===== src/design/smc_pkg.sv =====
package smc_pkg;

   // register map, word offsets on the plain register port
   localparam logic [3:0] OFF_SOFT_REQ    = 4'h0;
   localparam logic [3:0] OFF_ERR_SUMMARY = 4'h1;
   localparam logic [3:0] OFF_LEVEL       = 4'h2;
   localparam logic [3:0] OFF_STATUS      = 4'h3;
   localparam logic [3:0] OFF_OP          = 4'h4;
   localparam logic [3:0] OFF_CHECK_INFO  = 4'h5;

   // soft interrupt request fields
   localparam int SIR_ASYNC_BIT = 0;
   localparam int SIR_DEFER_BIT = 1;

   // error summary fields
   localparam int ES_UNCORR_BIT  = 0;
   localparam int ES_SYS_CE_BIT  = 1;
   localparam int ES_PROC_CE_BIT = 2;
   localparam int ES_PROC_DIS    = 3;
   localparam int ES_SYS_DIS     = 4;
   localparam int ES_MASK_ALL    = 5;

   // status register fields
   localparam int ST_IE_BIT    = 0;
   localparam int ST_CATA_BIT  = 1;
   localparam int ST_PEND_BIT  = 2;

   // operation register: opcode in [3:0], operand in [10:8]
   localparam int OP_ARG_LSB = 8;

   // reset values
   localparam logic [1:0] SOFT_REQ_RST = 2'h0;
   localparam logic [5:0] ERR_SUM_RST  = 6'h18;
   localparam logic [2:0] LEVEL_RST    = 3'h7;

   typedef enum logic [3:0] {
      SMC_OP_NONE     = 4'b0000,
      SMC_OP_SWAP_LVL = 4'b0001,
      SMC_OP_DISABLE  = 4'b0010,
      SMC_OP_ENABLE   = 4'b0011,
      SMC_OP_SET_REQ  = 4'b0100,
      SMC_OP_CLR_REQ  = 4'b0101
   } smc_op_type;

   // machine check type codes
   typedef enum logic [1:0] {
      SMC_MC_UNC_NORETRY = 2'b00,
      SMC_MC_CORR        = 2'b01,
      SMC_MC_UNC_RETRY   = 2'b10,
      SMC_MC_RSVD        = 2'b11
   } smc_mc_type;

   // error event inputs, one-cycle pulses
   typedef struct packed {
      logic proc_ce;
      logic sys_ce;
      logic uncorr;
      logic retry;
      logic pin_err;
   } smc_err_in_type;

   typedef struct packed {
      logic [1:0]  soft_req;
      logic [5:0]  err_sum;
      logic [2:0]  level;
      logic        glob_en;
      logic        catastrophic;
      logic        ack_off;
      logic        logout;
      logic        restart_chk;
      logic        mc_raise;
      smc_mc_type  mc_type;
      logic        pin_irq;
      logic        soft_ack;
      logic [31:0] rdata;
   } smc_state_type;

endpackage : smc_pkg


===== src/design/smc_ctl.sv =====
// The placing of the registers and the plain strobed port were chosen for this implementation.
`timescale 1ns/1ns
// How it works
// RQ1: swap-level op loads new level from operand, returns the old one.
// RQ2: disable-all op clears global enable, level unchanged.
// RQ3: enable-all op sets global enable, level unchanged, level still filters soft requests; hardware interrupts are not filtered by level.
// RQ4: one global enable bit gates the hardware and soft interrupt sources; pin error interrupts bypass it.
// RQ5: soft request bit 1 is the deferred-call pending flag, read/write.
// RQ6: soft request bit 0 is the async-call pending flag, read/write.
// RQ7: set-request op raises selected soft request bits only.
// RQ8: clear-request op drops selected soft request bits only.
// RQ9: internal soft interrupts acknowledged here; system interrupts elsewhere.
// RQ10: pin-level errors go out as ordinary interrupts, never machine checks.
// RQ11: all-checks mask suppresses every machine check.
// RQ12: system correctable disable suppresses system correctable reports.
// RQ13: processor correctable disable suppresses processor correctable reports.
// RQ14: processor correctable flag records a reported processor error.
// RQ15: system correctable flag records a reported system error.
// RQ16: uncorrectable flag records an uncorrectable check in progress.
// RQ17: type code 00 uncorrectable no retry, 01 correctable, 10 retry.
// RQ18: check arriving with uncorrectable flag set is catastrophic.
// RQ19: check taken while firmware layer runs is catastrophic.
// RQ20: catastrophic stops further acks, emits logout, then restart check.
// RQ21: software keeps correctable reporting off during init, then enables.
// RQ22: uncorrectable errors raise a machine check immediately.
// RQ23: soft request bits 31..2 read zero, writes ignored.
// RQ24: summary bits 0..5: uncorr, sys ce, proc ce, proc dis, sys dis, mask.
module smc_ctl
   import smc_pkg::*;
(
   input  wire logic           core_clk_i,
   input  wire logic           sys_rst_i,
   input  wire logic [3:0]     reg_addr_i,
   input  wire logic [31:0]    reg_wdata_i,
   input  wire logic           reg_wr_i,
   input  wire logic           reg_rd_i,
   output logic      [31:0]    reg_rdata_o,
   input  wire smc_err_in_type err_i,
   input  wire logic           fw_active_i,
   input  wire logic [7:0]     hw_irq_i,
   output logic                irq_o,
   output logic                soft_ack_o,
   output logic                pin_irq_o,
   output logic                mc_raise_o,
   output logic      [1:0]     mc_type_o,
   output logic                logout_o,
   output logic                restart_chk_o,
   output logic                catastrophic_o
);

   smc_state_type st_r;
   smc_state_type st_nxt;
   logic          irq_r;

   // pending soft requests above the current level; deferred is level 2, async level 1
   function automatic logic soft_above(input logic [1:0] req, input logic [2:0] lvl);
      soft_above = (req[SIR_DEFER_BIT] && lvl < 3'h2) || (req[SIR_ASYNC_BIT] && lvl < 3'h1);
   endfunction : soft_above

   // next-state logic: register writes, ops, then hardware events so a set beats a clear
   always_comb begin
      logic       wr_op;
      logic [2:0] arg;
      logic       mc_ev;
      logic       ce_ok_p;
      logic       ce_ok_s;
      logic       unc_ok;
      // every local gets a value first, so none is ever held over as a latch
      unc_ok  = 1'b0;
      ce_ok_p = 1'b0;
      ce_ok_s = 1'b0;
      mc_ev   = 1'b0;
      wr_op   = reg_wr_i && (reg_addr_i == OFF_OP);
      arg     = reg_wdata_i[OP_ARG_LSB +: 3];
      st_nxt  = st_r;
      st_nxt.rdata       = 32'h0000_0000;
      st_nxt.mc_raise    = 1'b0;
      st_nxt.logout      = 1'b0;
      st_nxt.restart_chk = st_r.logout;                              // RQ20
      st_nxt.soft_ack    = 1'b0;
      st_nxt.pin_irq     = err_i.pin_err;                            // RQ10

      // plain register writes
      if (reg_wr_i) begin
         unique case (reg_addr_i)
            OFF_SOFT_REQ:    st_nxt.soft_req = reg_wdata_i[1:0];   // RQ5 RQ6 RQ23
            OFF_ERR_SUMMARY: st_nxt.err_sum  = reg_wdata_i[5:0];   // RQ24
            OFF_LEVEL:       st_nxt.level    = reg_wdata_i[2:0];
            OFF_STATUS: begin
               st_nxt.glob_en = reg_wdata_i[ST_IE_BIT];
               // writing 1 re-arms after firmware recovery
               if (reg_wdata_i[ST_CATA_BIT]) begin
                  st_nxt.catastrophic = 1'b0;
                  st_nxt.ack_off      = 1'b0;
               end
            end
            default: ;
         endcase
      end

      // operation port
      if (wr_op) begin
         unique case (smc_op_type'(reg_wdata_i[3:0]))
            SMC_OP_SWAP_LVL: st_nxt.level   = arg;                   // RQ1
            SMC_OP_DISABLE:  st_nxt.glob_en = 1'b0;                  // RQ2 RQ4
            SMC_OP_ENABLE:   st_nxt.glob_en = 1'b1;                  // RQ3 RQ4
            SMC_OP_SET_REQ:  st_nxt.soft_req = st_r.soft_req | arg[1:0];   // RQ7
            SMC_OP_CLR_REQ:  st_nxt.soft_req = st_r.soft_req & ~arg[1:0];  // RQ8
            default: ;
         endcase
      end

      // machine check gating
      unc_ok  = err_i.uncorr && !st_r.err_sum[ES_MASK_ALL];                          // RQ11
      ce_ok_p = err_i.proc_ce && !st_r.err_sum[ES_MASK_ALL]
                && !st_r.err_sum[ES_PROC_DIS];                                        // RQ11 RQ13
      ce_ok_s = err_i.sys_ce && !st_r.err_sum[ES_MASK_ALL]
                && !st_r.err_sum[ES_SYS_DIS];                                         // RQ11 RQ12
      mc_ev   = (unc_ok || ce_ok_p || ce_ok_s) && !st_r.ack_off;                     // RQ20

      if (mc_ev) begin
         if (st_r.err_sum[ES_UNCORR_BIT] || fw_active_i) begin    // RQ18 RQ19
            // nested or firmware-time check: no dispatch, stop acks, log out
            st_nxt.catastrophic = 1'b1;
            st_nxt.ack_off      = 1'b1;                            // RQ20
            st_nxt.logout       = 1'b1;                            // RQ20
         end else begin
            st_nxt.mc_raise = 1'b1;                                // RQ22
            if (unc_ok) begin
               st_nxt.err_sum[ES_UNCORR_BIT] = 1'b1;               // RQ16
               st_nxt.mc_type = err_i.retry ? SMC_MC_UNC_RETRY : SMC_MC_UNC_NORETRY; // RQ17
            end else begin
               st_nxt.mc_type = SMC_MC_CORR;                       // RQ17
            end
            if (ce_ok_p) st_nxt.err_sum[ES_PROC_CE_BIT] = 1'b1;   // RQ14
            if (ce_ok_s) st_nxt.err_sum[ES_SYS_CE_BIT]  = 1'b1;   // RQ15
         end
      end

      // soft interrupt taken: acknowledged locally, system ones are not
      if (st_r.glob_en && soft_above(st_r.soft_req, st_r.level)
          && (hw_irq_i == 8'h00)) begin
         st_nxt.soft_ack = 1'b1;                                   // RQ9
      end

      // read data, one cycle after the strobe
      if (reg_rd_i) begin
         unique case (reg_addr_i)
            OFF_SOFT_REQ:    st_nxt.rdata = {30'h0, st_r.soft_req};   // RQ23
            OFF_ERR_SUMMARY: st_nxt.rdata = {26'h0, st_r.err_sum};
            OFF_LEVEL:       st_nxt.rdata = {29'h0, st_r.level};
            OFF_STATUS:      st_nxt.rdata = {29'h0, irq_r, st_r.catastrophic, st_r.glob_en};
            OFF_OP:          st_nxt.rdata = {29'h0, st_r.level};       // RQ1
            OFF_CHECK_INFO:  st_nxt.rdata = {30'h0, st_r.mc_type};
            default:         st_nxt.rdata = 32'h0000_0000;
         endcase
      end
      // a swap returns the level in force before it
      if (wr_op && smc_op_type'(reg_wdata_i[3:0]) == SMC_OP_SWAP_LVL) begin
         st_nxt.rdata = {29'h0, st_r.level};                        // RQ1
      end
   end

   // single state register
   always_ff @(posedge core_clk_i) begin
      if (sys_rst_i) begin
         st_r          <= '0;
         st_r.soft_req <= SOFT_REQ_RST;
         st_r.err_sum  <= ERR_SUM_RST;     // correctable reporting off until enabled
         st_r.level    <= LEVEL_RST;
         irq_r         <= 1'b0;
      end else begin
         st_r  <= st_nxt;
         // interrupt line: hardware or soft above level, gated by the one enable
         irq_r <= st_nxt.glob_en && ((hw_irq_i != 8'h00)
                  || soft_above(st_nxt.soft_req, st_nxt.level));   // RQ4 RQ3
      end
   end

   assign reg_rdata_o    = st_r.rdata;
   assign irq_o          = irq_r;
   assign soft_ack_o     = st_r.soft_ack;
   assign pin_irq_o      = st_r.pin_irq;
   assign mc_raise_o     = st_r.mc_raise;
   assign mc_type_o      = st_r.mc_type;
   assign logout_o       = st_r.logout;
   assign restart_chk_o  = st_r.restart_chk;
   assign catastrophic_o = st_r.catastrophic;

endmodule : smc_ctl


===== config.mk =====
export PLATFORM = sky130hd
export DESIGN_NAME = smc_ctl
export DESIGN_NICKNAME = d
export VERILOG_FILES = /design/src/design/smc_pkg.sv /design/src/design/smc_ctl.sv
export SDC_FILE = /design/constraint.sdc
export NUM_CORES = 1
export LEC_CHECK = 0
export BUFFER_PORTS_ARGS = -buffer_cell sky130_fd_sc_hd__buf_2
export CAP_MARGIN = 30
export CELL_PAD_IN_SITES_DETAIL_PLACEMENT = 0
export CELL_PAD_IN_SITES_GLOBAL_PLACEMENT = 1
export CORE_MARGIN = 1.5
export CORE_UTILIZATION = 30
export CTS_BUF_LIST = sky130_fd_sc_hd__clkbuf_2 sky130_fd_sc_hd__clkbuf_4 sky130_fd_sc_hd__clkbuf_8
export DETAILED_ROUTE_END_ITERATION = 10
export PLACE_DENSITY = 0.8
export SETUP_SLACK_MARGIN = 0.1
export SLEW_MARGIN = 30
export SYNTH_ARGS = -nofsm -noshare
export SYNTH_HDL_FRONTEND = slang
export SYNTH_SLANG_ARGS = --single-unit

===== constraint.sdc =====
create_clock -name core_clk_i -period 4.4 [get_ports core_clk_i]
set_input_delay 0.22 -clock core_clk_i [delete_from_list [all_inputs] [get_ports core_clk_i]]
set_output_delay 0.22 -clock core_clk_i [all_outputs]
set_load 0.02 [all_outputs]

Word-level counts from Yosys, hierarchy flattened
Cells that the tools add are included.

storage, ports and cells
  bits of input ports = 54
  register bits = 28
  logic and storage cells = 94

cells by class
  equality and inequality tests = 10
  order comparisons = 4
  muxes and demuxes = 25
  reduce and logical (&&, ||, !) cells = 33
  bitwise gates (word level) = 6

operators with widths
  kind                count
  $mux 3              10
  $pmux 6 s5          1
  $eq 4x2->1 const B  4
  $eq 4x3->1 const B  4
  $logic_and 1x1->1   15
  $mux 14             1
  $mux 2              5
  $eq 4x1->1 const B  2
  $logic_not 8->1     1
  $reduce_bool 8->1   1
  $logic_or 1x1->1    6
  $lt 3x1->1 const B  2
  $lt 3x2->1 const B  2
  $mux 6              1
  $logic_not 1->1     4
  $logic_not 4->1     1
  $mux 1              4
  $mux 4              1
  $pmux 2 s2          1
  $reduce_and 2->1    2
  $reduce_or 2->1     2
  $not 1->1           3
  $reduce_or 3->1     1
  $and 2x2->2         1
  3 further kinds     3

Depth between registers and ports, before layout
  depth after elaboration = 10
  depth in mapped cells = 7
  mapped depth without buffers = 5

Least setup slack after synthesis
OpenSTA, ideal clock, no wires.

  path kind = input -> register
  from = input port reg_addr_i[2]
  to = register irq_r (netlist: irq_o)
  library setup time = 132 ps
  path slack = 2808 ps
  buffers on the path = 1
  stages = 6
  arrival = 1460 ps
  cells stage by stage = buf_4 -> and4bb_4 -> and2_4 -> mux2_4 -> a211oi_1 -> nor4_2

on the way
  longest elaborated chain between the ends = 10

ends and longest elaborated chain
  what                                      RTL line        RTL
  start, declared                           smc_ctl.sv:33   input wire logic [3:0] reg_addr_i,
  $eq 4x2->1                                smc_ctl.sv:85   unique case (reg_addr_i)
  $mux 3                                    smc_ctl.sv:85
  $mux 14                                   smc_ctl.sv:84   if (reg_wr_i) begin
  $mux 3                                    smc_ctl.sv:103  unique case (smc_op_type'(reg_wdata_i[3:0]))
  $mux 4                                    smc_ctl.sv:102  if (wr_op) begin
  $lt 3x2->1 or $lt 3x1->1 (tied branches)  smc_ctl.sv:57   soft_above = (req[SIR_DEFER_BIT] && lvl < 3'h2) || (req[SIR_ASYNC_BIT] && lvl < 3'h1);
  $logic_and 1x1->1                         smc_ctl.sv:57
  $logic_or 1x1->1                          smc_ctl.sv:57
  $logic_or 1x1->1                          smc_ctl.sv:176  || soft_above(st_nxt.soft_req, st_nxt.level));
  $logic_and 1x1->1 *                       smc_ctl.sv:175  irq_r <= st_nxt.glob_en && ((hw_irq_i != 8'h00)
  end signal, assigned                      smc_ctl.sv:175
  end, declared                             smc_ctl.sv:53   logic irq_r;

Mark *: on every way between the ends. The rest lies on a longest branch, timed or not.
A chain may end at the register's enable or synchronous reset.

Worst setup path in the final report
  from = input port reg_addr_i[1]
  to = register irq_r (netlist: irq_o)

Same word-level chain as after synthesis.

==> results.yml <==
run_status:
  outcome: "completed"
pwr:
  p_leak_nw: 0.8471
  power_switching_mw: 0.1384
  power_density_nw_per_um2: 267.0
  netSwitchingFraction: 0.2818
  combPwrFrac: 0.187
  ir_drop_uv: 140.4
  p_clk_frac: 0.270
  p_seq_frac: 0.542
  internal_power_mw: 0.3527
critical_path:
  path_cells: "buf_2, nor2_1, and3_4, o31ai_4, a2111oi_2, nor4_2"
  critPathKind: "in -> reg"
  cpPeakStageDelay_ns: 0.61
  worst-path-buf-inv: 1
  cpLargestDelayFamily: "simple AND/OR/NAND/NOR gates"
  critPathMaxFanout: 13
  crit_required_ns: 4.54
  crit_arrival_ns: 1.99
  cp-start-kind: "input pin"
  cpMaxStageDelayCell: "nor2_1"
  critPathCaptureType: "flop"
clocking:
  cts.sinks: 28
  cts_resized: 0
  cts_made_buffers: 3
  cts.clk_slew.worst_paths_ns: 0.09
  htree_num_levels: 1
  clk_latency_ns: 0.26
  clockRootBuffer: "clkbuf_8"
  postCtsSetupRepairBufs: 0
  cts_buffer_depth: 2
  cts_tree: "built"
  ctsHoldBuffers: 0
global_route:
  grtUsageTotal: 0.1193
  antenna_found_initial: 0
  grt_pass1_vias: 1243
  grt_overflow_total: 0
  grt_pass1_wl_microns: 5761
  grt_start_max_net_pins: 20
worst_hold_path:
  hp-class: "in -> reg"
sta:
  slew_viol_final: 0
  finalHoldViolCount: 0
  setup_violations: 0
  period_needed_ns: 1.848
  fmax_mhz: 541.0
  skew_ns: 0.003286
  tightestPinTransition_ns: 0.7659
  finalSetupTns_ns: 0
  fin_ws_ns: 2.552
  rsz0062_at_grt: "false"
  post-route-period-util: 0.4201
  slew_headroom: 0.4875
die:
  die_x_microns: 77.82
  die_y_microns: 77.82
  ios: 95
  die_area_sq_um: 6055
  fp.coreArea_sq_um: 5439
  rows: 27
  initial_core_util: 0.3087
logic_synthesis:
  ys_ff_latch: 28
  syn_area_per_cell_sq_um: 8.791
  synth_flop_cell: "dfxtp_1"
  yosys.area.top_type: "dfxtp_1"
  synth_seq_area_share: 0.3338
  synth-edff-count: 0
  synth_cells: 191
  synth.distinct_cells: 50
  ys.warnings.count: 0
  synth.top_cells.by_area: "dfxtp_1, buf_4, a21oi_1, mux2i_1, nor2_1"
  synthArstFlopShare: 0
  yosysTopAreaCellShare: 0.3338
  syn_area_sq_um: 1679
final_layout:
  num_antenna_cells: 0
  drive_above_1_share: 0.2723
  final_common_cell: "buf_2"
  syn_to_final_growth_pct: 9.538
  top_register: "st_r"
  largest_reg_flops: 13
  mostFrequentLayoutCells: "buf_2, dfxtp_1, conb_1"
  layout.nets: 280
placement:
  place_congestion: 0.8384
  port_buffers: 45
  hpwl_microns: 2940
  post-place-ws_ns: 2.297
route:
  drt_iter0_drc: 60
  wirelength_microns: 3708
  wl_met3_microns: 302
  wire_per_inst_microns: 12.53
  top_layer: "met4"
  met1_length_microns: 1673
  drcViolationCount: 0
  dr_total_vias: 1360
  drt-pass1-iter-count: 4
  wl_met2_microns: 1713
  postRouteAntennaNets: 0
  viasPerCell: 4.595
job:
  maxCapViolations: 0
## power by group through the flow
stage	combinational, mW	sequential [mW]	clock, mW
finish	0.0919	0.266	0.133
detailed placement	0.0912	0.272	0
floorplan	0.0807	0.275	0
CTS	0.0915	0.266	0.139
global placement	0.0908	0.272	0
global route	0.0998	0.268	0.150
## routing by layer
layer | vias to the layer above | GRT usage
li1 | 681 | -
met1 | 622 | 0.1507
met2 | 55 | 0.2035
met3 | 2 | 0.02588
met4 | 0 | 0.03091
met5 | - | 0
## final cells by class
type	count	area (sq um)
Multi-Input combinational cell	141	895.9
Clock buffer	3	41.29
Fill cell	576	3600
Tap cell	72	90.09
Timing Repair Buffer	45	225.2
Sequential cell	28	560.5
Inverter	7	26.28
## Yosys cell counts (3+ instances only)
cell type / instances
buf_4: 37
dfxtp_1: 28
nor2_1: 16
a21oi_1: 14
nand2_1: 12
inv_1: 7
mux2i_1: 6
nor2b_1: 5
and2_1: 4
nand4b_1: 4
nor3_1: 4
nor4_1: 4
a21o_1: 3
and3_1: 3
nand3_1: 3
## stage by stage
stage               instances  total power [mW]  hold slack, ns  area [sq um]  utilization
global placement          293            0.3629          0.4286          1798       0.3306
global route              296            0.5177          0.1357          1839       0.3382
detailed placement        293            0.3634          0.4219          1798       0.3306
finish                    296            0.4911          0.1396          1839       0.3382
floorplan                 216            0.3556          0.2985          1773            -
CTS                       296            0.4965          0.1340          1839       0.3382
## cell families after synthesis
group                     Yosys count  synth area share
xor gates and xnor gates            1          0.005217
other                               1          0.002233
AOI/OAI and AO/OA                  36            0.1691
DFF                                28            0.3338
buffers and inverters              47            0.1885
and+or+nand+nor                    69            0.2429
muxes                               9           0.05812
## path summary, 6_finish.rpt
kind | startpoint | to | slack [ns] | depth (start not counted)
max | reg_addr_i[1] | irq_o$_SDFF_PP0_ | 2.55 | 6
min | fw_active_i | mc_raise_o$_SDFF_PP0_ | 0.14 | 2
max reg2reg | st_r[48]$_SDFFE_PP1P_ | mc_type_o[0]$_SDFFE_PP0P_ | 2.86 | 5
min reg2reg | logout_o$_SDFF_PP0_ | restart_chk_o$_SDFF_PP0_ | 0.46 | 1
(Power assumes the default switching activity.)
